===== src/rtl/rpf_pkg.sv =====
// Constants shared by the panel output formatter
package rpf_pkg;

    // Register port geometry
    localparam int unsigned ADDR_W      = 4;
    localparam int unsigned DATA_W      = 32;

    // Register offsets
    localparam logic [3:0]  OFS_PCLK_DIV  = 4'h0;
    localparam logic [3:0]  OFS_EDGE_SEL  = 4'h1;
    localparam logic [3:0]  OFS_SPREAD    = 4'h2;
    localparam logic [3:0]  OFS_DITHER    = 4'h3;
    localparam logic [3:0]  OFS_OUT_WIDTH = 4'h4;
    localparam logic [3:0]  OFS_ARRANGE   = 4'h5;
    localparam logic [3:0]  OFS_GPO       = 4'h6;
    localparam logic [3:0]  OFS_STATUS    = 4'h7;

    // Reset values
    localparam logic [7:0]  RST_PCLK_DIV  = 8'h00;
    localparam logic        RST_EDGE_SEL  = 1'b0;
    localparam logic        RST_SPREAD    = 1'b0;
    localparam logic        RST_DITHER    = 1'b1;
    localparam logic [2:0]  RST_CH_WIDTH  = 3'h6;
    localparam logic [3:0]  RST_ARRANGE   = 4'h0;
    localparam logic [7:0]  RST_GPO       = 8'h00;

    // Field positions
    localparam int unsigned ARR_REVERSE   = 0;
    localparam int unsigned ARR_SWAP      = 1;
    localparam int unsigned ARR_RIGHT     = 2;
    localparam int unsigned ARR_ROTATE    = 3;
    localparam int unsigned GPO_PANEL_EN  = 7;
    localparam int unsigned WID_RED_POS   = 6;
    localparam int unsigned WID_GREEN_POS = 3;
    localparam int unsigned WID_BLUE_POS  = 0;

    // Data widths and divider limits
    localparam int unsigned CH_IN_W       = 8;
    localparam int unsigned CH_OUT_W      = 6;
    localparam int unsigned WID_W         = 3;
    localparam int unsigned POS_W         = 9;
    localparam logic [7:0]  MIN_DIV       = 8'h02;

endpackage : rpf_pkg


===== src/rtl/rpf_formatter.sv =====
// Parallel RGB panel output formatter
`timescale 1ns/100ps
module rpf_formatter
    import rpf_pkg::*;
(
    // Clock and reset
    input  wire logic                clk_in,
    input  wire logic                arst_n_in,
    // Register port
    input  wire logic [ADDR_W-1:0]   reg_addr_in,
    input  wire logic [DATA_W-1:0]   reg_wdata_in,
    input  wire logic                reg_wr_in,
    input  wire logic                reg_rd_in,
    output logic      [DATA_W-1:0]   reg_rdata_out,
    // Pixel source
    input  wire logic [CH_IN_W-1:0]  pix_red_in,
    input  wire logic [CH_IN_W-1:0]  pix_green_in,
    input  wire logic [CH_IN_W-1:0]  pix_blue_in,
    input  wire logic                pix_hsync_in,
    input  wire logic                pix_vsync_in,
    input  wire logic                pix_de_in,
    output logic                     pix_take_out,
    // Panel pins
    output logic                     panel_enable_out,
    output logic                     pclk_out,
    output logic                     vsync_out,
    output logic                     hsync_out,
    output logic                     de_out,
    output logic      [CH_OUT_W-1:0] red_out,
    output logic      [CH_OUT_W-1:0] green_out,
    output logic      [CH_OUT_W-1:0] blue_out
);

    typedef struct packed {
        logic [7:0]          div;
        logic                edge_sel;
        logic                spread;
        logic                dither;
        logic [3*WID_W-1:0]  width;
        logic [3:0]          arrange;
        logic [7:0]          gpo;
        logic [7:0]          cnt;
        logic                raw;
        logic [CH_OUT_W-1:0] s0_r;
        logic [CH_OUT_W-1:0] s0_g;
        logic [CH_OUT_W-1:0] s0_b;
        logic [2:0]          s0_sync;
        logic [CH_OUT_W-1:0] s1_b;
        logic [POS_W-1:0]    col;
        logic [POS_W-1:0]    line;
        logic                de_prev;
        logic [CH_OUT_W-1:0] red;
        logic [CH_OUT_W-1:0] green;
        logic [CH_OUT_W-1:0] blue;
        logic [2:0]          sync;
        logic                pclk;
        logic                take;
        logic [DATA_W-1:0]   rdata;
    } rpf_state_t;

    rpf_state_t          st_q;
    rpf_state_t          st_d;

    logic [7:0]          eff_div;
    logic                running;
    logic                tick;
    logic [1:0]          thresh;
    logic [3*CH_OUT_W-1:0] fmt;
    logic [CH_OUT_W-1:0] log_r;
    logic [CH_OUT_W-1:0] log_g;
    logic [CH_OUT_W-1:0] log_b;
    logic [CH_OUT_W-1:0] ord_r;
    logic [CH_OUT_W-1:0] ord_g;
    logic [CH_OUT_W-1:0] ord_b;
    logic [CH_OUT_W-1:0] pin_r;
    logic [CH_OUT_W-1:0] pin_g;
    logic [CH_OUT_W-1:0] pin_b;

    function automatic logic [CH_OUT_W-1:0] rev6(
        input logic [CH_OUT_W-1:0] x
    );
        return {<<{x}};
    endfunction : rev6

    // Bayer order 0,3 / 2,1 across column and line
    assign thresh = {st_q.col[0] ^ st_q.line[0], st_q.col[0]};

    rpf_dither #(
        .NCH          (3)
    ) u_dither (
        .pix_in       ({pix_red_in, pix_green_in, pix_blue_in}),
        .width_in     (st_q.width),
        .thresh_in    (thresh),
        .dither_en_in (st_q.dither),
        .pix_out      (fmt)
    );

    assign log_r = fmt[2*CH_OUT_W +: CH_OUT_W];
    assign log_g = fmt[CH_OUT_W +: CH_OUT_W];
    assign log_b = fmt[0 +: CH_OUT_W];

    // Channel order onto the pin groups
    always_comb begin
        casez (st_q.arrange[ARR_ROTATE:ARR_SWAP])
            3'b0?0: begin
                ord_r = log_r;
                ord_g = log_g;
                ord_b = log_b;
            end
            3'b0?1: begin
                ord_r = log_b;
                ord_g = log_g;
                ord_b = log_r;
            end
            3'b100: begin
                ord_r = log_g;
                ord_g = log_b;
                ord_b = log_r;
            end
            3'b101: begin
                ord_r = log_g;
                ord_g = log_r;
                ord_b = log_b;
            end
            3'b110: begin
                ord_r = log_b;
                ord_g = log_r;
                ord_b = log_g;
            end
            default: begin
                ord_r = log_r;
                ord_g = log_b;
                ord_b = log_g;
            end
        endcase
    end

    assign pin_r = st_q.arrange[ARR_REVERSE] ? rev6(ord_r) : ord_r;
    assign pin_g = st_q.arrange[ARR_REVERSE] ? rev6(ord_g) : ord_g;
    assign pin_b = st_q.arrange[ARR_REVERSE] ? rev6(ord_b) : ord_b;

    // Divisor of one behaves as two; zero stops the pixel clock
    assign eff_div = (st_q.div < MIN_DIV) ? MIN_DIV : st_q.div;
    assign running = (st_q.div != 8'h00);
    assign tick    = running && (st_q.cnt >= eff_div - 8'h01);

    always_comb begin
        st_d = st_q;
        // Pixel clock divider
        if (running) begin
            st_d.cnt = tick ? 8'h00 : st_q.cnt + 8'h01;
        end else begin
            st_d.cnt = 8'h00;
        end
        st_d.raw  = running && (st_d.cnt < (eff_div >> 1));
        st_d.pclk = running && (st_d.raw ^ st_q.edge_sel);
        st_d.take = tick;

        // Pixel pipeline, advanced on the active edge
        if (tick) begin
            st_d.s0_r    = pin_r;
            st_d.s0_g    = pin_g;
            st_d.s0_b    = pin_b;
            st_d.s0_sync = {pix_vsync_in, pix_hsync_in, pix_de_in};
            st_d.s1_b    = st_q.s0_b;
            st_d.green   = st_q.s0_g;
            st_d.sync    = st_q.s0_sync;
            if (st_q.spread) begin
                st_d.red  = pin_r;
                st_d.blue = st_q.s1_b;
            end else begin
                st_d.red  = st_q.s0_r;
                st_d.blue = st_q.s0_b;
            end
            // Position counters for the dither matrix
            st_d.col = pix_de_in ? st_q.col + 9'h001 : 9'h000;
            if (pix_vsync_in) begin
                st_d.line = 9'h000;
            end else if (st_q.de_prev && !pix_de_in) begin
                st_d.line = st_q.line + 9'h001;
            end
            st_d.de_prev = pix_de_in;
        end

        // Register writes
        if (reg_wr_in) begin
            unique case (reg_addr_in)
                OFS_PCLK_DIV:  st_d.div      = reg_wdata_in[7:0];
                OFS_EDGE_SEL:  st_d.edge_sel = reg_wdata_in[0];
                OFS_SPREAD:    st_d.spread   = reg_wdata_in[0];
                OFS_DITHER:    st_d.dither   = reg_wdata_in[0];
                OFS_OUT_WIDTH: st_d.width    = reg_wdata_in[8:0];
                OFS_ARRANGE:   st_d.arrange  = reg_wdata_in[3:0];
                OFS_GPO:       st_d.gpo      = reg_wdata_in[7:0];
                default: ;
            endcase
        end

        // Register reads, data valid for one cycle
        st_d.rdata = '0;
        if (reg_rd_in) begin
            unique case (reg_addr_in)
                OFS_PCLK_DIV:  st_d.rdata = {24'h0, st_q.div};
                OFS_EDGE_SEL:  st_d.rdata = {31'h0, st_q.edge_sel};
                OFS_SPREAD:    st_d.rdata = {31'h0, st_q.spread};
                OFS_DITHER:    st_d.rdata = {31'h0, st_q.dither};
                OFS_OUT_WIDTH: st_d.rdata = {23'h0, st_q.width};
                OFS_ARRANGE:   st_d.rdata = {28'h0, st_q.arrange};
                OFS_GPO:       st_d.rdata = {24'h0, st_q.gpo};
                OFS_STATUS:    st_d.rdata = {13'h0, st_q.line,
                                             st_q.col, running};
                default:       st_d.rdata = '0;
            endcase
        end
    end

    always_ff @(posedge clk_in or negedge arst_n_in) begin
        if (!arst_n_in) begin
            st_q          <= '0;
            st_q.div      <= RST_PCLK_DIV;
            st_q.edge_sel <= RST_EDGE_SEL;
            st_q.spread   <= RST_SPREAD;
            st_q.dither   <= RST_DITHER;
            st_q.width    <= {RST_CH_WIDTH, RST_CH_WIDTH, RST_CH_WIDTH};
            st_q.arrange  <= RST_ARRANGE;
            st_q.gpo      <= RST_GPO;
        end else begin
            st_q <= st_d;
        end
    end

    assign reg_rdata_out    = st_q.rdata;
    assign pix_take_out     = st_q.take;
    assign panel_enable_out = st_q.gpo[GPO_PANEL_EN];
    assign pclk_out         = st_q.pclk;
    assign vsync_out        = st_q.sync[2];
    assign hsync_out        = st_q.sync[1];
    assign de_out           = st_q.sync[0];
    assign red_out          = st_q.red;
    assign green_out        = st_q.green;
    assign blue_out         = st_q.blue;
endmodule : rpf_formatter


===== src/rtl/rpf_dither.sv =====
// Per-channel 2x2 dither, width reduction and low-pin masking
`timescale 1ns/100ps
module rpf_dither
    import rpf_pkg::*;
#(
    parameter int unsigned NCH = 3
) (
    // Colour in
    input  wire logic [NCH*CH_IN_W-1:0]  pix_in,
    input  wire logic [NCH*WID_W-1:0]    width_in,
    input  wire logic [1:0]              thresh_in,
    input  wire logic                    dither_en_in,
    // Colour out, left aligned
    output logic      [NCH*CH_OUT_W-1:0] pix_out
);

    for (genvar ch = 0; ch < NCH; ch++) begin : g_ch
        logic [CH_IN_W-1:0]  val;
        logic [WID_W-1:0]    wid;
        logic [3:0]          drop;
        logic [11:0]         wide;
        logic [9:0]          sum;
        logic [CH_IN_W-1:0]  sat;
        logic [CH_OUT_W-1:0] mask;

        assign val  = pix_in[ch*CH_IN_W +: CH_IN_W];
        // Widths above six clamp to six
        assign wid  = (width_in[ch*WID_W +: WID_W] > 3'h6) ? 3'h6
                    : width_in[ch*WID_W +: WID_W];
        assign drop = 4'h8 - {1'b0, wid};
        // Threshold scaled to a quarter step of the kept LSB
        assign wide = {10'h000, thresh_in} << drop;
        assign sum  = {2'b00, val}
                    + (dither_en_in ? wide[11:2] : 10'h000);
        assign sat  = (sum > 10'h0ff) ? 8'hff : sum[7:0];
        assign mask = ~(6'h3f >> wid);
        assign pix_out[ch*CH_OUT_W +: CH_OUT_W] = sat[7:2] & mask;
    end

endmodule : rpf_dither


===== config.mk =====
export PLATFORM = sky130hd
export DESIGN_NAME = rpf_formatter
export DESIGN_NICKNAME = d
export VERILOG_FILES = /design/src/rtl/rpf_pkg.sv /design/src/rtl/rpf_formatter.sv /design/src/rtl/rpf_dither.sv
export SDC_FILE = /design/constraint.sdc
export NUM_CORES = 1
export LEC_CHECK = 0
export BUFFER_PORTS_ARGS = -buffer_cell sky130_fd_sc_hd__buf_2
export CORE_MARGIN = 3
export CORE_UTILIZATION = 35
export DETAILED_ROUTE_END_ITERATION = 8
export GPL_TIMING_DRIVEN = 0
export SYNTH_ARGS = -nofsm -noshare
export SYNTH_HDL_FRONTEND = slang
export SYNTH_HIERARCHICAL = 1
export SYNTH_SLANG_ARGS = --single-unit
export TNS_END_PERCENT = 20

===== constraint.sdc =====
create_clock -name clk_in -period 6.2 [get_ports clk_in]
set_clock_uncertainty 0.2 [all_clocks]
set_input_delay 0.93 -clock clk_in [delete_from_list [all_inputs] [get_ports clk_in]]
set_output_delay 0.93 -clock clk_in [all_outputs]
set_load 0.005 [all_outputs]

==> key figures, run 1 <==
Critical path
  • Reg2reg start: st_q[124]
  • R2R Path End: red_out[0]
  • CP endpoint kind: flop
  • WP data required: between 6 and 7 ns
  • Worst-path maximum fanout: 10
  • Kind of critical path: reg -> reg
  • CP startpoint kind: flop
  • Reg2Reg Depth: 22
  • R2R setup slack: roughly 0.57 ns
  • CP Data Arrival Time: 5.78 ns

Yosys
  • Fraction of registers with async set or reset after synthesis: between 90% and 100%
  • Sequential fraction of the synthesis area: about a third
  • Synthesized area per cell: between 9 and 10 µm²
  • Post-synth EDFFs: 0
  • Netlist cell types: 90
  • Main synth FF type: dfrtp_1
  • Synth warn: 6
  • Cells after Synth: slightly above 1000
  • Synth Register Bits: roughly 130
  • Mapped Area: 9170 µm²

Timing
  • Tmin final: roughly 5.6 ns
  • Fmax: approximately 0.18 GHz
  • Final Hold Fails: 0
  • Final period util: about nine tenths
  • # setup viols final: 0
  • RSZ-0062 raised after global routing: no
  • Max Slew Vio Count: 0
  • Max_slew headroom: between 40 and 50%
  • Total negative slack: 0 ns
  • Worst slew pin tran: a little under 0.8 ns
  • Setup WS post-layout: between 0.5 and 0.6 ns

Placement
  • Dpl ws: roughly 0.6 ns
  • Routability cong.: slightly below 0.9
  • Detailed Place HPWL: 17700 µm
  • IO Port Bufs: 82

GRT
  • First-pass GRT wire length: around 39000 µm
  • Initial antenna violation count: 2
  • GRT overflow: 0
  • Pin count of the biggest net entering global routing: slightly below 100
  • Total GRT Usage: roughly 17%
  • Vias in the first global route: 7561

Layout
  • Layout cell share with drive strength beyond 1: between 20% and 30%
  • Synth-to-Final Area Change: 16.3%
  • # nets final: ~1200

Die
  • Starting Density: a little over a third
  • Die Area: between 20000 and 30000 µm²
  • Die W: between 150 and 200 µm
  • Chip height: between 150 and 200 µm
  • Row count: between 50 and 60
  • Ports: about 120
  • Core area: 25500 µm²

Routing
  • ANT nets after route: 0
  • Drt first-iter violations: about 480
  • First drt pass iteration count: 6
  • Total routed wirelength: about 23000 µm
  • Routed via count: 7710
  • Residual DRC count: 0
  • Routed length per placed instance: between 15 and 20 µm
  • Routed vias/inst: between 5 and 6

Clock tree
  • Setup Buffers After CTS: 0
  • Hold_buf cts: 0
  • H-tree levels: 4
  • Worst skew pair latency: about 0.42 ns
  • CTS tree: yes
  • Clock transition at path regs: around 0.06 ns
  • Root buf cell: clkbuf_16
  • Longest Clk Path Bufs: 2
  • TritonCTS buffer count: 17
  • CTS-repair resized insts: 0
  • CTS Sinks: between 100 and 150

Status
  • Status: finished clean

Power and ir drop
  • Pwr dens: 404 nW/µm²
  • NetSw: about 0.0017 W
  • Cell-internal power: 0.00258 W
  • P_leak: about 5 nW
  • Switching share of total power: approximately 40%
  • VDD IR max: just under 0.2 mV
  • Clock power share: between 20% and 30%
  • Combinational Power Share: between 40% and 50%
  • Seq pwr share: between 30% and 40%

Hold path
  • Hold crit path type: in -> async

Run
  • Max-cap viol count: 0
## layout by cell type, fill, tap and decap left out, drive strengths merged, types with 12 or more instances in the layout
| master | netlist | final |
|---|---|---|
| a22o | 12 | 12 |
| nor2 | 55 | 55 |
| a21o | 14 | 14 |
| nor3 | 23 | 23 |
| a21oi | 41 | 41 |
| nor4 | 13 | 13 |
| buf | 77 | 160 |
| ha | 51 | 51 |
| inv | 41 | 41 |
| o21ai | 47 | 47 |
| mux2 | 40 | 40 |
| and2 | 12 | 12 |
| mux2i | 27 | 27 |
| nor2b | 14 | 14 |
| nand2 | 140 | 140 |
| conb | 1 | 13 |
| nand3 | 31 | 31 |
| dfrtp | 120 | 120 |
| xnor2 | 17 | 17 |
| and3 | 22 | 22 |
| clkbuf | 28 | 50 |
## metal layers
layer	vias up	track usage [%]	part of all wire [%]
li1	3800	-	-
met1	3723	22.4	47
met2	163	27.6	47
met3	24	3.08	4.0
met4	0	4.70	1.6
met5	-	0	0
## Yosys cell counts (14+ instances only)
master	number	share of area, %
nand3_1	30	1.6
buf_4	55	4.5
xnor2_1	17	1.6
a21o_1	14	1.1
ha_1	51	7.0
o21ai_0	43	2.3
mux2i_1	27	2.9
clkbuf_1	25	1.0
mux2_2	40	4.9
nor2_1	52	2.1
dfrtp_1	120	33
nor2b_1	14	0.95
inv_1	41	1.7
nor3_1	21	1.1
buf_2	14	0.76
a21oi_1	40	2.2
and3_1	20	1.4
nand2_1	137	5.6
## power groups by stage
stage / clock network [W] / registers, W / logic, W
floorplan: 0 / 0.00124 / 0.00152
global placement: 0 / 0.00131 / 0.00198
detailed placement: 0 / 0.00131 / 0.00201
CTS: 0.00101 / 0.00130 / 0.00203
global route: 0.00104 / 0.00134 / 0.00227
finish: 0.000989 / 0.00130 / 0.00202
## kinds of logic (layout without fill, tap and decap cells)
| family | Yosys count | in the layout | share of synthesized area (%) |
|---|---|---|---|
| other | 1 | 15 | 0.0409 |
| adder cells (fa/ha/maj) | 54 | 54 | 7.61 |
| AND/OR/NAND/NOR | 352 | 352 | 19.2 |
| multiplexers | 68 | 68 | 8.10 |
| XOR/XNOR | 28 | 28 | 2.67 |
| AO/OA/AOI/OAI | 232 | 232 | 18.4 |
| flip-flops | 127 | 127 | 34.7 |
| buffers and inverters | 147 | 262 | 9.23 |
## sequential cells by signal (all words and copies together), names as in the netlist
| register | flops |
|---|---|
| blue_out | 6 |
| red_out | 6 |
| pclk_out | 1 |
| pix_take_out | 1 |
| de_out | 1 |
| reg_rdata_out | 19 |
| panel_enable_out | 1 |
| st_q | 84 |
| vsync_out | 1 |
| hsync_out | 1 |
| green_out | 6 |
## worst max-delay path: stages, from the launching register on
cell and delay, ns:
dfstp_2 0.56, buf_2 0.22, a21bo_2 0.22, inv_1 0.11, ha_1 0.28, clkbuf_1 0.28
nand3_1 0.18, o21a_1 0.17, nor3_1 0.22, ha_1 0.20, inv_1 0.05, fa_1 0.38
nand2b_1 0.20, a21oi_1 0.22, nor3_1 0.09, o22ai_1 0.41, nand2_1 0.11, o22ai_1 0.46
a22o_1 0.23, mux2i_1 0.09, a32o_1 0.27, a211oi_1 0.32, a21o_1 0.12
## worst max-delay path by stage
| stage | startpoint | to | slack (ns) | cells past startpoint |
|---|---|---|---|---|
| final | st_q[124] | red_out[0] | 0.57 | 22 |
| after global routing | st_q[124] | red_out[0] | 0.19 | 22 |
| after CTS | st_q[124] | red_out[0] | 0.59 | 22 |
| after detailed placement | st_q[124] | red_out[0] | 0.62 | 22 |
| after global placement | st_q[126] | red_out[1] | 0.65 | 18 |
| after floorplan | st_q[124] | red_out[1] | 1.41 | 22 |
## cell type report
type | instances | area (µm²)
Sequential cell | 127 | 3190
Inverter | 41 | 154
Clock buffer | 22 | 474
Fill cell | 2548 | 14800
Tap cell | 330 | 413
Antenna cell | 2 | 5.00
Clock inverter | 10 | 111
Buffer | 106 | 693
Timing Repair Buffer | 83 | 444
Multi-Input combinational cell | 747 | 5180
## through the flow
| stage | instances | instance area, µm² | hold slack [ns] | utilization, % | total power [W] |
|---|---|---|---|---|---|
| finish | 1468 | 10700 | 0.187 | 41.9 | 0.00431 |
| global route | 1468 | 10700 | 0.194 | 41.9 | 0.00465 |
| CTS | 1466 | 10700 | 0.190 | 41.9 | 0.00433 |
| detailed placement | 1434 | 10100 | 0.262 | 39.6 | 0.00333 |
| global placement | 1433 | 10000 | 0.253 | 39.4 | 0.00329 |
| floorplan | 1021 | 9220 | 0.239 | - | 0.00276 |
(Power assumes the default switching activity.)
==> inputs of run 2 (changes only) <==
--- a/config.mk
+++ b/config.mk
@@ -10,6 +10,7 @@
 export CORE_UTILIZATION = 35
 export DETAILED_ROUTE_END_ITERATION = 8
 export GPL_TIMING_DRIVEN = 0
+export SETUP_SLACK_MARGIN = 0.4
 export SYNTH_ARGS = -nofsm -noshare
 export SYNTH_HDL_FRONTEND = slang
 export SYNTH_HIERARCHICAL = 1
==> constraint.sdc (replaced) <==
create_clock -name clk_in -period 5 [get_ports clk_in]
set_clock_uncertainty 0.2 [all_clocks]
set_input_delay 0.75 -clock clk_in [delete_from_list [all_inputs] [get_ports clk_in]]
set_output_delay 0.75 -clock clk_in [all_outputs]
set_load 0.005 [all_outputs]
==> key figures, run 2 (same netlist as run 1, synthesis figures left out) <==
Die
  • Die W: around 170 µm
  • Row count: 58
  • Ports: about 120
  • Chip height: roughly 170 µm
  • Core area: 25500 µm²
  • Die Area: around 28000 µm²
  • Starting Density: a little over a third

Power and ir drop
  • P_leak: 5.35 nW
  • VDD IR max: roughly 0.27 mV
  • Overall Power: 0.00578 W
  • Pwr dens: 504 nW/µm²

GRT
  • First-pass GRT wire length: 39800 µm
  • Total GRT Usage: 17.2%
  • Pin count of the biggest net entering global routing: 86
  • GRT overflow: 0
  • Initial antenna violation count: 2
  • Vias in the first global route: between 7000 and 8000

Routing
  • Routed length per placed instance: roughly 16 µm
  • Residual DRC count: 0
  • Drt first-iter violations: just under 500
  • Routed vias/inst: about 5.2
  • First drt pass iteration count: 4
  • ANT nets after route: 0
  • Routed via count: 7848
  • Total routed wirelength: between 20000 and 25000 µm

Placement
  • Routability cong.: slightly below 0.9
  • IO Port Bufs: between 80 and 90
  • Detailed Place HPWL: 17700 µm
  • Dpl ws: -0.385 ns
  • Placed Area: 10100 µm²

Layout
  • Reg with most FFs: st_q
  • Layout cell share with drive strength beyond 1: 33.6%
  • Commonest non-fill, non-tap cells in the layout: nand2_1 (136), dfrtp_1 (116), buf_2 (93)
  • Cell area after layout: around 11000 µm²
  • Post-layout util: between 40% and 50%
  • Commonest non-fill, non-tap cell in the layout: nand2_1
  • Max reg flops: 84
  • # nets final: ~1300
  • Synth-to-Final Area Change: 25.1%

Critical path
  • CP Data Arrival Time: between 4 and 5 ns
  • CP endpoint kind: flop
  • Kind of critical path: reg -> reg
  • R2R setup slack: 0.31 ns
  • WP data required: 5.11 ns
  • CP startpoint kind: flop
  • Worst-path maximum fanout: 6

Clock tree
  • Root buf cell: clkbuf_16
  • H-tree levels: 4
  • Hold_buf cts: 0
  • Worst skew pair latency: between 0.4 and 0.5 ns
  • TritonCTS buffer count: 17
  • Longest Clk Path Bufs: 2
  • CTS tree: yes
  • CTS Sinks: around 130
  • Clock transition at path regs: about 0.06 ns

Timing
  • Total negative slack: 0 ns
  • Fmax: 0.213 GHz
  • Max_slew headroom: 42.4%
  • Final period util: ~94%
  • Setup WS post-layout: between 0.3 and 0.4 ns
  • Worst slew pin tran: roughly 0.86 ns
  • Tmin final: 4.69 ns
  • # setup viols final: 0
  • Final Hold Fails: 0
  • RSZ-0062 raised after global routing: yes
  • Max Slew Vio Count: 0

Run
  • Max-cap viol count: 0

Status
  • Status: finished clean

Hold path
  • Hold crit path type: in -> async
==> run 2: path summary, 6_finish.rpt <==
check,from,end,cells past startpoint
worst max-delay path,st_q[129],red_out[0],20
worst min-delay path,arst_n_in,st_q[102],1
worst max register to register,st_q[129],red_out[0],20
worst min register to register,st_q[81],hsync_out,2
max in group asynchronous,arst_n_in,st_q[56],2
min in group clk_in,st_q[81],hsync_out,2
==> run 2: report_power, final <==
| part | internal (W) | switching, W |
|---|---|---|
| Sequential | 0.00134 | 0.000279 |
| Combinational | 0.00131 | 0.00158 |
| Clock | 0.000765 | 0.000504 |
| Total | 0.00342 | 0.00236 |
==> run 2: worst max-delay path, cell delays in order, from the launching register on <==
cell and delay (ns):
dfstp_2 0.59, buf_8 0.13, a21boi_4 0.07, ha_4 0.25
nand2b_4 0.13, mux2_4 0.29, nor3_4 0.16, ha_2 0.21
inv_2 0.04, fa_2 0.36, nor2b_2 0.14, o211ai_1 0.15
a2bb2oi_2 0.24, nor4b_4 0.30, nor3_4 0.11, o211a_1 0.29
a22o_1 0.23, mux2i_2 0.21, a32o_2 0.25, a211oi_2 0.08
a21o_1 0.16
==> run 2: layout make-up <==
cell class / count / area, µm²
well taps: 330 / 413
multi-input cells: 747 / 5640
flip-flops and latches: 127 / 3190
diodes: 2 / 5.00
clock inverters: 14 / 169
inverters: 41 / 156
repair buffers: 117 / 719
clock buffers: 18 / 439
plain buffers: 106 / 741
fillers: 2455 / 14000
==> run 2: routing by layer <==
layer / global-route usage (%) / share of wire, %
met1: 22.9 / 46
met3: 2.72 / 3.5
met4: 4.70 / 1.4
met2: 29.2 / 49
met5: 0 / 0
==> run 2: repair_timing <==
action / in CTS / in global routing
gates resized for setup: 84 / 36
pin swaps: 29 / 21
cloned: 0 / 0
endpoints found under the setup margin: 25 / 25
setup buffers: 25 / 9
==> run 2: through the flow <==
step / hold WS (ns) / cells
2_1_floorplan: 0.239 / 1021
3_3_place_gp: 0.252 / 1433
3_5_place_dp: 0.257 / 1434
4_1_cts: 0.0526 / 1491
5_1_grt: 0.0693 / 1502
6_report: 0.0396 / 1502
